[src/sicr_pkg.sv]
// Purpose: shared constants and types for the serial port settings bank
// Assumes: 8-bit register space addressed as printed, one clock domain
// Notes:   offsets, field positions and reset values live only here
// What this block does
// - bit 1 of serial_port_settings picks 3-wire SPI (1) or 4-wire (0), reset 0
// - bit 0 of serial_port_settings enables the I2C port, reset value 1
// - temp format bits 3:2 pick pin behaviour, reset values 1 and 0
// - factory multi-slave option blocks written wire-count and I2C enable
// - soft restore command returns all registers to defaults, no data phase
package sicr_pkg;

	// ========================================================
	// register map
	localparam logic [7:0] SICR_ADDR_TEMP_FMT   = 8'h1C;
	localparam logic [7:0] SICR_ADDR_PORT_SET   = 8'h1F;
	localparam logic [7:0] SICR_CMD_SOFT_RESTORE = 8'h09;

	// ========================================================
	// reset values and writable masks
	localparam logic [7:0] SICR_PORT_SET_RST  = 8'h01;
	localparam logic [7:0] SICR_PORT_SET_WMSK = 8'h03;
	localparam logic [7:0] SICR_TEMP_FMT_RST  = 8'h4B;
	localparam logic [7:0] SICR_TEMP_FMT_WMSK = 8'h7F;
	localparam logic [7:0] SICR_RD_UNMAPPED   = 8'h00;

	// ========================================================
	// field positions
	localparam int SICR_BIT_I2C_EN    = 0;
	localparam int SICR_BIT_WIRE_SEL  = 1;
	localparam int SICR_DOUT_SEL_LO   = 2;
	localparam int SICR_DOUT_SEL_HI   = 3;
	localparam int SICR_TWF_LO        = 5;
	localparam int SICR_TWF_HI        = 6;

	// values applied while the multi-slave option owns the port
	localparam logic SICR_MS_WIRE_SEL = 1'b0;
	localparam logic SICR_MS_I2C_EN   = 1'b0;

	// ========================================================
	// register access request from the serial front end
	typedef struct packed {
		logic       wr;
		logic       rd;
		logic       cmd;
		logic [7:0] addr;
		logic [7:0] data;
	} sicr_req_t;

	// applied settings toward the port logic
	typedef struct packed {
		logic       wire_count_select;
		logic       i2c_enable;
		logic [1:0] dout_pin_behaviour_sel;
		logic [1:0] temp_word_format;
	} sicr_cfg_t;

endpackage

[src/sicr_sync2.sv]
// Purpose: two flip-flop synchroniser for a level from a pin
// Assumes: input is a slow static level
// Notes:   only the second stage may be read by other logic
`timescale 1ns/1ps
module sicr_sync2
(
	// clock and reset
	input  wire logic i_clk,
	input  wire logic i_rst,
	// level in and out
	input  wire logic i_lvl,
	output logic      o_lvl
);
	logic meta_r;
	logic meta_nxt;
	logic sync_r;
	logic sync_nxt;

	// ========================================================
	// next values
	always_comb
	begin
		meta_nxt = i_lvl;
		sync_nxt = meta_r;
	end

	// first stage feeds nothing but the second
	always_ff @(posedge i_clk)
	begin
		if (i_rst)
		begin
			meta_r <= 1'b0;
			sync_r <= 1'b0;
		end
		else
		begin
			meta_r <= meta_nxt;
			sync_r <= sync_nxt;
		end
	end

	assign o_lvl = sync_r;
endmodule

[src/sicr_regs.sv]
// Purpose: serial port settings and temperature format registers
// Assumes: requests arrive decoded from the serial front end, same clock
// Notes:   multi-slave strap comes from a pin and is synchronised
`timescale 1ns/1ps
module sicr_regs
	import sicr_pkg::*;
(
	// clock and reset
	input  wire logic                I_SYS_CLK,
	input  wire logic                I_RST,
	// decoded register access
	input  wire sicr_pkg::sicr_req_t I_REQ,
	// factory multi-slave strap pin
	input  wire logic                I_MULTI_SLAVE,
	// read data, valid the cycle after a read
	output logic [7:0]               O_RD_DATA,
	output logic                     O_RD_VALID,
	// applied settings
	output sicr_pkg::sicr_cfg_t      O_CFG
);
	import sicr_pkg::*;

	logic [7:0] port_set_r;
	logic [7:0] port_set_nxt;
	logic [7:0] temp_fmt_r;
	logic [7:0] temp_fmt_nxt;
	logic [7:0] rd_data_r;
	logic [7:0] rd_data_nxt;
	logic       rd_valid_r;
	logic       rd_valid_nxt;
	sicr_cfg_t  cfg_r;
	sicr_cfg_t  cfg_nxt;
	logic       multi_slave_s;
	logic       soft_restore;

	// ========================================================
	// strap synchroniser
	sicr_sync2 u_ms_sync
	(
		.i_clk (I_SYS_CLK),
		.i_rst (I_RST),
		.i_lvl (I_MULTI_SLAVE),
		.o_lvl (multi_slave_s)
	);

	// ========================================================
	// register file
	// restore is a bare address: no data phase is needed or used
	assign soft_restore = I_REQ.cmd && (I_REQ.addr == SICR_CMD_SOFT_RESTORE);

	always_comb
	begin
		port_set_nxt = port_set_r;
		temp_fmt_nxt = temp_fmt_r;
		if (soft_restore)
		begin
			port_set_nxt = SICR_PORT_SET_RST;
			temp_fmt_nxt = SICR_TEMP_FMT_RST;
		end
		else if (I_REQ.wr)
		begin
			// reserved interface bits never take host data
			if (I_REQ.addr == SICR_ADDR_PORT_SET)
				port_set_nxt = I_REQ.data & SICR_PORT_SET_WMSK;
			// bit 7 is read only and stays zero
			if (I_REQ.addr == SICR_ADDR_TEMP_FMT)
				temp_fmt_nxt = I_REQ.data & SICR_TEMP_FMT_WMSK;
		end
	end

	always_ff @(posedge I_SYS_CLK)
	begin
		if (I_RST)
		begin
			port_set_r <= SICR_PORT_SET_RST;
			temp_fmt_r <= SICR_TEMP_FMT_RST;
		end
		else
		begin
			port_set_r <= port_set_nxt;
			temp_fmt_r <= temp_fmt_nxt;
		end
	end

	// ========================================================
	// read path, registered so the output comes from a flop
	always_comb
	begin
		rd_valid_nxt = I_REQ.rd;
		rd_data_nxt  = rd_data_r;
		if (I_REQ.rd)
		begin
			case (I_REQ.addr)
				SICR_ADDR_PORT_SET: rd_data_nxt = port_set_r;
				SICR_ADDR_TEMP_FMT: rd_data_nxt = temp_fmt_r;
				default:            rd_data_nxt = SICR_RD_UNMAPPED;
			endcase
		end
	end

	always_ff @(posedge I_SYS_CLK)
	begin
		if (I_RST)
		begin
			rd_data_r  <= SICR_RD_UNMAPPED;
			rd_valid_r <= 1'b0;
		end
		else
		begin
			rd_data_r  <= rd_data_nxt;
			rd_valid_r <= rd_valid_nxt;
		end
	end

	// ========================================================
	// applied settings; one cycle behind the registers
	// the strap overrides the stored wire-count and I2C enable bits, which stay readable
	always_comb
	begin
		cfg_nxt.dout_pin_behaviour_sel =
			temp_fmt_r[SICR_DOUT_SEL_HI:SICR_DOUT_SEL_LO];
		cfg_nxt.temp_word_format =
			temp_fmt_r[SICR_TWF_HI:SICR_TWF_LO];
		if (multi_slave_s)
		begin
			cfg_nxt.wire_count_select = SICR_MS_WIRE_SEL;
			cfg_nxt.i2c_enable        = SICR_MS_I2C_EN;
		end
		else
		begin
			cfg_nxt.wire_count_select = port_set_r[SICR_BIT_WIRE_SEL];
			cfg_nxt.i2c_enable        = port_set_r[SICR_BIT_I2C_EN];
		end
	end

	always_ff @(posedge I_SYS_CLK)
	begin
		if (I_RST)
		begin
			cfg_r.wire_count_select      <= SICR_PORT_SET_RST[SICR_BIT_WIRE_SEL];
			cfg_r.i2c_enable             <= SICR_PORT_SET_RST[SICR_BIT_I2C_EN];
			cfg_r.dout_pin_behaviour_sel <=
				SICR_TEMP_FMT_RST[SICR_DOUT_SEL_HI:SICR_DOUT_SEL_LO];
			cfg_r.temp_word_format <= SICR_TEMP_FMT_RST[SICR_TWF_HI:SICR_TWF_LO];
		end
		else
			cfg_r <= cfg_nxt;
	end

	assign O_RD_DATA  = rd_data_r;
	assign O_RD_VALID = rd_valid_r;
	assign O_CFG      = cfg_r;
endmodule

[config.mk]
export PLATFORM = sky130hd
export DESIGN_NAME = sicr_regs
export DESIGN_NICKNAME = d
export VERILOG_FILES = /design/src/sicr_pkg.sv /design/src/sicr_sync2.sv /design/src/sicr_regs.sv
export SDC_FILE = /design/constraint.sdc
export NUM_CORES = 1
export LEC_CHECK = 0
export ABC_AREA = 1
export BUFFER_PORTS_ARGS = -buffer_cell sky130_fd_sc_hd__buf_4
export CAP_MARGIN = 20
export CORE_MARGIN = 2
export CORE_UTILIZATION = 55
export CTS_BUF_LIST = sky130_fd_sc_hd__clkbuf_2
export DETAILED_ROUTE_END_ITERATION = 8
export PLACE_DENSITY = 0.82
export REMOVE_ABC_BUFFERS = 1
export SETUP_SLACK_MARGIN = 0.05
export SLEW_MARGIN = 20
export SYNTH_ARGS = -nofsm -noshare
export SYNTH_HDL_FRONTEND = slang
export SYNTH_SLANG_ARGS = --single-unit
[constraint.sdc]
create_clock -name I_SYS_CLK -period 1.4 [get_ports I_SYS_CLK]
set_input_delay 0.28 -clock I_SYS_CLK [delete_from_list [all_inputs] [get_ports I_SYS_CLK]]
set_output_delay 0.28 -clock I_SYS_CLK [all_outputs]
set_load 0.03 [all_outputs]
Yosys cells after proc, flatten, opt, wreduce, memory -nomap -nowiden

Cells that the tools add are included.

Reduce and logical (&&, ||, !) cells: 5
Equality and inequality tests: 3
Mux-type cells: 2

Operators with widths:

| kind                                                                  | number |
|---|---|
| 8-bit by 5-bit equality test with 1-bit output, second input constant | 2 |
| 7-bit one-hot mux with 2 select lines                                 | 1 |
| 8-bit by 4-bit equality test with 1-bit output, second input constant | 1 |
| 2-bit AND reduction                                                   | 2 |
| 2-bit OR reduction                                                    | 2 |
| 1-bit logical AND                                                     | 1 |
| 1-bit two-way mux                                                     | 1 |

Bits in registers: 26
Output and inout port bits: 15
Bits of input ports: 22

Longest topological paths before layout

Gate-level depths: netlist of the first run.

Depth after elaboration: 3
Gate-level depth with buffers: 8
Depth with buffers taken out: 7

Modules after synthesis

A second synthesis of the first run with hierarchy kept.

Cell total of the unflattened synthesis: 145
Area, all modules: 1121.1 sq um

By module, submodules not included:

| module     | sequential area each (sq um) | cells an instance | area an instance (sq um) | times used |
|---|---|---|---|---|
| sicr_regs  | 460.4                        | 139               | 1066.0                   | 1 |
| sicr_sync2 | 40.0                         | 6                 | 55.1                     | 1 |

Least setup slack after synthesis of the first run

OpenSTA, ideal clock, no wires.

Path type: input -> register
Start: in I_REQ[9] (netlist name)
End: reg temp_fmt_r[5]
Path buffers: 1
Arrival time: 865 ps
Path slack: 425 ps
Cell stages on the path: 7
Path through: nor2_1 > nand2_2 > nor2_4 > buf_8 > nand3_2 > nand2_1 > nor2_1

Longest elaborated chain between the ends: 3
Elaborated cells on any way between the ends: 5
Those cells by class: eq/ne (2); reduce/logical (3)

RTL lines:

| item                                           | RTL line        | RTL |
|---|---|---|
| start, declared                                | sicr_regs.sv:12 | `input wire sicr_pkg::sicr_req_t I_REQ,` |
| 8-bit by 4-bit equality test with 1-bit output | sicr_regs.sv:49 | `assign soft_restore = I_REQ.cmd && (I_REQ.addr == SICR_CMD_SOFT_RESTORE);` |
| 1-bit logical AND                              | sicr_regs.sv:49 |  |
| 2-bit OR reduction (no source line)            | n/a             |  |
| end signal, assigned                           | sicr_regs.sv:81 | `temp_fmt_r <= temp_fmt_nxt;` |
| end, declared                                  | sicr_regs.sv:25 | `logic [7:0] temp_fmt_r;` |

Parallel ways exist; a longest one is shown, timed or not.
A chain may end at the register's enable or synchronous reset.

Worst setup path in the final report of the first run

Start: reg rd_data_r[4] (netlist: O_RD_DATA[4])
End: out O_RD_DATA[4]

RTL lines:

| item                   | RTL line         | RTL |
|---|---|---|
| start, declared        | sicr_regs.sv:27  | `logic [7:0] rd_data_r;` |
| start signal, assigned | sicr_regs.sv:110 | `rd_data_r <= rd_data_nxt;` |
| end, declared          | sicr_regs.sv:16  | `output logic [7:0] O_RD_DATA,` |

No word-level cell between the ends.

==> flow_metrics.env, run 1 <==
export IMPL_portBuffers=34
export IMPL_cts_sinks=25
export IMPL_whs_path_depth=3
export IMPL_synth_edf_count=0
export IMPL_cts_tree="done"
export IMPL_hpwl_um=1763
export IMPL_diodes=0
export IMPL_synthMuxAreaShare_pct=0
export IMPL_fp_dieH_um=49.07
export IMPL_dpl_cell_count=201
export IMPL_startpoint_type="register"
export IMPL_routabilityCongestion=0.7897
export IMPL_comb_power_share_pct=15.2
export IMPL_crit_start="O_RD_DATA[4]$_SDFFE_PP0P_"
export IMPL_clockBufferDepth=2
export IMPL_holdCritPathClass="in -> reg"
export IMPL_final_fill_count=178
export IMPL_synth_simple_area_share_pct=36.95
export IMPL_synth_top_family_by_area="simple AND/OR/NAND/NOR gates"
export IMPL_avgSynthCellArea_sq_um=7.706
export IMPL_antenna_found_initial=0
export IMPL_viasPerCell=4.761
export IMPL_fmax_mhz=867.0
export IMPL_swShare_pct=25.42
export IMPL_reg2reg_to="O_CFG[1]$_SDFF_PP1_"
export IMPL_cp_slowest_cell="dfxtp_1"
export IMPL_worstSetupEndpointType="output port"
export IMPL_status="completed"
export IMPL_postSynth_asyncResetShare_pct=0
export IMPL_drv_slew=0
export IMPL_arrival_ns=0.87
export IMPL_p_switching_w=0.0002993
export IMPL_skew_ns=0.003801
export IMPL_yosys_area_top_type_share_pct=44.79
export IMPL_final_nets=201
export IMPL_yosys_warnings=0
export IMPL_path_buf_inv=1
export IMPL_ys_seq_area_share_pct=44.79
export IMPL_endpoint="O_RD_DATA[4]"
export IMPL_ctsHoldBuffers=0
export IMPL_grt_first_pass_wirelength_um=3801
export IMPL_yosys_top_cells_area="dfxtp_1, nand3_1, inv_1, nand2_1, nor2_1"
export IMPL_syn_to_final_growth_pct=24.41
export IMPL_synth_area_sq_um=1117
export IMPL_power_w=0.001177
export IMPL_crit_chain="buf_4"
export IMPL_ctsResizeCount=0
export IMPL_synth_xor_area_share_pct=0
export IMPL_core_area_sq_um=1942
export IMPL_num_vias=976
export IMPL_fin_crit_sh_pct=82.39
export IMPL_final_cell_count_no_fill=205
export IMPL_initial_core_util_pct=57.54
export IMPL_ios=37
export IMPL_critPathRequiredTime_ns=1.12
export IMPL_cpPeakStageDelay_ns=0.38
export IMPL_yosysUniqueCellTypes=22
export IMPL_p_leak_nw=0.6905
export IMPL_synthCells=145
export IMPL_cp_num_cells=1
export IMPL_yosysMostFrequentCell="dfxtp_1"
export IMPL_critical_path_class="reg -> out"
export IMPL_drive_above_1_share_pct=37.08
export IMPL_route_detailed_drc=0
export IMPL_hold_viol_final=0
export IMPL_rows=16
export IMPL_synth_common_cells="dfxtp_1, inv_1, nand2_1, nand3_1, nor2_1"
export IMPL_setup_viol=0
export IMPL_first_pass_iters=4
export IMPL_cts_setup_buffers=0
export IMPL_intPower_w=0.0008781
export IMPL_regToRegSetupSlack_ns=0.64
export IMPL_cts_inserted_buffers=3
export IMPL_overflow=0
export IMPL_p_seq_share_pct=62.5
export IMPL_yosysTopAreaCell="dfxtp_1"
export IMPL_ant_nets=0
export IMPL_p_per_area_nw_per_um2=847.0
export IMPL_ir_drop_v=0.0005061
export IMPL_worst_r2r_cell_count=1
export IMPL_crit_family="flip-flops"
export IMPL_grt_pass1_vias=923
export IMPL_p_clk_share_pct=22.4
export IMPL_rsz0062_at_grt="no"
export IMPL_die_width_um=49.07
export IMPL_worstPathMaxFanout=2
export IMPL_grt_max_degree=16
export IMPL_insertion_delay_ns=0.32
export IMPL_htree_levels=1
export IMPL_synth_compound_area_share_pct=6.607
export IMPL_clk_pin_slew_ns=0.20
export IMPL_drt_initial_drc_count=23
export IMPL_synth_seq_cells=25
export IMPL_root_buffer="clkbuf_2"
export IMPL_synth_main_ff_cell="dfxtp_1"
export IMPL_r2r_start="temp_fmt_r[6]$_SDFFE_PP1P_"
export IMPL_max_cap_viol_count=0
export IMPL_wl_per_cell_um=10.60
export IMPL_finalCriticalPeriod_ns=1.153
export IMPL_timing_setup_tns_ns=0
export IMPL_synthAdderAreaFrac_pct=0
export IMPL_grt_util_all_layers_pct=20.27
export IMPL_design_die_area_sq_um=2408
export IMPL_wl_um=2174
power groups by stage:
| stage | logic [W] | registers [W] | clock network [W] |
|---|---|---|---|
| after floorplan | 0.0000605 | 0.000773 | 0 |
| after global placement | 0.000173 | 0.000749 | 0 |
| after detailed placement | 0.000179 | 0.000750 | 0 |
| after CTS | 0.000179 | 0.000736 | 0.000275 |
| after global routing | 0.000196 | 0.000738 | 0.000305 |
| final | 0.000179 | 0.000735 | 0.000263 |
logic make-up after synthesis:
group           Yosys count
other cells               1
simple gates             79
buf+inv                  29
flops                    25
compound gates           11
cell type report:
type                    count  area, sq um  area share, %
repair buffers             34        255.2          18.36
multi-input cells          91        490.5          35.28
inverters                  24        90.09          6.481
clock buffers               4        20.02          1.440
flip-flops and latches     25        500.5          36.00
well taps                  27        33.78          2.430
layout by cell type (no fill, tap or decap):
master and instances:
nor2_8 1, conb_1 1, or2_2 2, nand4_1 1, nor2_2 5, a21oi_2 5, nand3_1 18, clkbuf_2 4
inv_2 2, dfxtp_1 25, nor2_4 1, o21ai_0 6, nand2_1 20, nor3_1 1, inv_1 22, buf_4 34
nand3_4 1, nor2_1 18, nand2_2 9, nand3_2 2
flip-flops by register name, summed over array words and instances, names as in the netlist:
signal            flops
u_ms_sync.o_lvl       1
O_RD_VALID            1
O_RD_DATA             7
O_CFG                 6
temp_fmt_r            7
port_set_r            2
u_ms_sync.meta_r      1
worst min path at each step:
stage                                    start                          end  slack (ns)
floorplan                                I_RST        O_RD_VALID$_SDFF_PP0_        0.35
global placement    u_ms_sync.o_lvl$_SDFF_PP0_          O_CFG[5]$_SDFF_PP0_        0.40
detailed placement  u_ms_sync.o_lvl$_SDFF_PP0_          O_CFG[5]$_SDFF_PP0_        0.41
CTS                              I_MULTI_SLAVE  u_ms_sync.meta_r$_SDFF_PP0_        0.13
global route                     I_MULTI_SLAVE  u_ms_sync.meta_r$_SDFF_PP0_        0.12
finish                           I_MULTI_SLAVE  u_ms_sync.meta_r$_SDFF_PP0_        0.15
layer usage:
layer	vias up	wire, um	GRT usage, %
li1	509	-	-
met1	435	959	24.22
met2	30	1072	35.81
met3	2	131	5.521
met4	0	10	4.762
met5	-	0	0
metrics by stage:
stage / cell area, sq um / hold WS (ns) / setup slack, ns / utilization [%]
detailed placement: 1370 / 0.4103 / 0.08730 / 70.55
finish: 1390 / 0.1455 / 0.2466 / 71.59
global placement: 1370 / 0.4016 / 0.1475 / 70.55
floorplan: 1081 / 0.3512 / 0.3712 / -
global route: 1390 / 0.1229 / 0.1600 / 71.59
CTS: 1390 / 0.1341 / 0.2249 / 71.59
Note: power is estimated with default switching activity, not from simulation.
==> run 2, diff against run 1 <==
--- a/config.mk
+++ b/config.mk
@@ -9,10 +9,10 @@
 export BUFFER_PORTS_ARGS = -buffer_cell sky130_fd_sc_hd__buf_4
 export CAP_MARGIN = 20
 export CORE_MARGIN = 2
-export CORE_UTILIZATION = 55
+export CORE_UTILIZATION = 46
 export CTS_BUF_LIST = sky130_fd_sc_hd__clkbuf_2
 export DETAILED_ROUTE_END_ITERATION = 8
-export PLACE_DENSITY = 0.82
+export PLACE_DENSITY = 0.73
 export REMOVE_ABC_BUFFERS = 1
 export SETUP_SLACK_MARGIN = 0.05
 export SLEW_MARGIN = 20
==> constraint.sdc (replaced) <==
create_clock -name I_SYS_CLK -period 0.99 [get_ports I_SYS_CLK]
set_input_delay 0.198 -clock I_SYS_CLK [delete_from_list [all_inputs] [get_ports I_SYS_CLK]]
set_output_delay 0.198 -clock I_SYS_CLK [all_outputs]
set_load 0.03 [all_outputs]
==> run 2 against run 1 <==
Net effect: largest power group unchanged; via count up 0.41%; non-clock buffer count up 5; register-to-register slack worse by 0.44 ns; total power up 46%; the run now ends with negative setup slack left; largest cell class unchanged; utilization fell by 4.5 points; clock skew up 0.0049 ns; setup slack got worse by 0.31 ns; die area increased by 18%.
==> flow_metrics.env, run 2 (synthesis gave the netlist of run 1 again) <==
export IMPL_status="finished with violations"
export IMPL_violations="negative setup slack"
export IMPL_wl_per_cell_um=10.05
export IMPL_ios=37
export IMPL_num_vias=980
export IMPL_core_area_sq_um=2255
export IMPL_fin_area_sq_um=1511
export IMPL_drv_slew=0
export IMPL_die_width_um=53.29
export IMPL_p_seq_share_pct=60.9
export IMPL_crit_chain="buf_6"
export IMPL_insertion_delay_ns=0.34
export IMPL_worstSetupEndpointType="output port"
export IMPL_p_switching_w=0.0004549
export IMPL_hold_viol_final=0
export IMPL_p_clk_share_pct=23.3
export IMPL_path_buf_inv=1
export IMPL_timing_final_ws_setup_ns=-0.06415
export IMPL_intPower_w=0.001263
export IMPL_first_pass_iters=5
export IMPL_drt_initial_drc_count=24
export IMPL_fmax_mhz=948.6
export IMPL_overflow=0
export IMPL_skew_ns=0.008662
export IMPL_htree_levels=1
export IMPL_viasPerCell=4.645
export IMPL_drive_above_1_share_pct=46.45
export IMPL_cp_slowest_cell="dfxtp_2"
export IMPL_whs_path_depth=3
export IMPL_routabilityCongestion=0.7007
export IMPL_critPathRequiredTime_ns=0.79
export IMPL_startpoint_type="register"
export IMPL_syn_to_final_growth_pct=35.27
export IMPL_grt_max_degree=16
export IMPL_holdCritPathClass="in -> reg"
export IMPL_clk_pin_slew_ns=0.22
export IMPL_p_per_area_nw_per_um2=1136
export IMPL_route_detailed_drc=0
export IMPL_regToRegSetupSlack_ns=0.20
export IMPL_grt_util_all_layers_pct=16.81
export IMPL_grt_first_pass_wirelength_um=3491
export IMPL_ctsHoldBuffers=0
export IMPL_min_from="I_MULTI_SLAVE"
export IMPL_antenna_found_initial=0
export IMPL_fp_dieH_um=53.29
export IMPL_rows=17
export IMPL_portBuffers=34
export IMPL_rsz0062_at_grt="yes"
export IMPL_finalCriticalPeriod_ns=1.054
export IMPL_worst_r2r_cell_count=3
export IMPL_diodes=0
export IMPL_ant_nets=0
export IMPL_max_cap_viol_count=0
export IMPL_hold_end="u_ms_sync.meta_r$_SDFF_PP0_"
export IMPL_dpl_cell_area_sq_um=1406
export IMPL_ir_drop_v=0.0006278
export IMPL_cts_inserted_buffers=3
export IMPL_grt_pass1_vias=899
export IMPL_final_fill_count=201
export IMPL_comb_power_share_pct=15.8
export IMPL_final_nets=206
export IMPL_fin_crit_sh_pct=106.5
export IMPL_setup_viol=14
export IMPL_cts_sinks=25
export IMPL_critical_path_class="reg -> out"
export IMPL_clockBufferDepth=2
export IMPL_crit_family="flip-flops"
export IMPL_reg2reg_to="O_RD_DATA[6]$_SDFFE_PP0P_"
export IMPL_cts_tree="done"
export IMPL_wl_um=2121
export IMPL_cpPeakStageDelay_ns=0.39
export IMPL_final_common_cell="buf_4"
export IMPL_initial_core_util_pct=49.56
export IMPL_worstPathMaxFanout=2
export IMPL_p_leak_nw=0.7368
export IMPL_root_buffer="clkbuf_2"
export IMPL_swShare_pct=26.48
export IMPL_hpwl_um=1651
export IMPL_arrival_ns=0.86
export IMPL_fin_util_pct=67.04
export IMPL_mostFrequentLayoutCells="buf_4, inv_1, nand2_1"
export IMPL_r2r_start="O_RD_DATA[6]$_SDFFE_PP0P_"
export IMPL_design_die_area_sq_um=2839
## run 2: cell types whose count changed in the layout (fill, tap and decap cells not counted)
cell and change:
buf_12 +1, buf_4 -10, buf_6 +14, dfxtp_1 -14, dfxtp_2 +14
## run 2: final cells by class
cell class              instances  area, sq um  share of cell area, %
clock buffers                   4        20.02                  1.325
repair buffers                 39        357.8                  23.68
inverters                      24        90.09                  5.960
multi-input cells              91        490.5                  32.45
flip-flops and latches         25        518.0                  34.27
well taps                      28        35.03                  2.318
## run 2: per-stage QoR
stage               hold WS (ns)  cells  TNS [ns]  power [W]  worst slack, ns
floorplan                 0.2692    140         0   0.001179          0.04321
global placement          0.3951    205   -0.8367   0.001310         -0.07434
detailed placement        0.4029    205    -1.143   0.001319          -0.1095
CTS                      0.03553    210   -0.7754   0.001723         -0.07255
global route             0.02358    211    -1.470   0.001795          -0.1215
finish                   0.03868    211   -0.6846   0.001718         -0.06415
## run 2: how the worst max path moves through the flow
stage                              start                          to  slack [ns]  cells after the start
6_report       O_RD_DATA[3]$_SDFFE_PP0P_                O_RD_DATA[3]       -0.06                      1
5_1_grt        O_RD_DATA[3]$_SDFFE_PP0P_                O_RD_DATA[3]       -0.12                      1
4_1_cts        O_RD_DATA[3]$_SDFFE_PP0P_                O_RD_DATA[3]       -0.07                      1
3_5_place_dp                    I_REQ[9]   O_RD_DATA[3]$_SDFFE_PP0P_       -0.11                      7
3_3_place_gp                   I_REQ[15]  temp_fmt_r[2]$_SDFFE_PP0P_       -0.07                      8
2_1_floorplan                   I_REQ[9]  temp_fmt_r[2]$_SDFFE_PP0P_        0.04                      6
## run 2: timing repair
action                                  CTS  global route
buffers inserted                          1             1
endpoints found under the setup margin   14            14
gates resized for setup                  28             0
pin swaps                                 0             0
gates cloned                              0             0
hold endpoints to repair                  0             0
## run 2: routing by layer
layer,global-route usage (%),up-vias,part of all wire [%]
met3,1.695,2,4.0
met2,31.89,34,52
met4,7.692,0,0.57
met5,0,-,0
li1,-,518,-
met1,18.31,426,43
## run 2: power groups by stage
stage / logic, W / registers, W / clock network (W)
2_1_floorplan: 0.0000855 / 0.00109 / 0
4_1_cts: 0.000272 / 0.00105 / 0.000404
3_5_place_dp: 0.000258 / 0.00106 / 0
6_report: 0.000271 / 0.00105 / 0.000401
3_3_place_gp: 0.000251 / 0.00106 / 0
5_1_grt: 0.000297 / 0.00105 / 0.000448
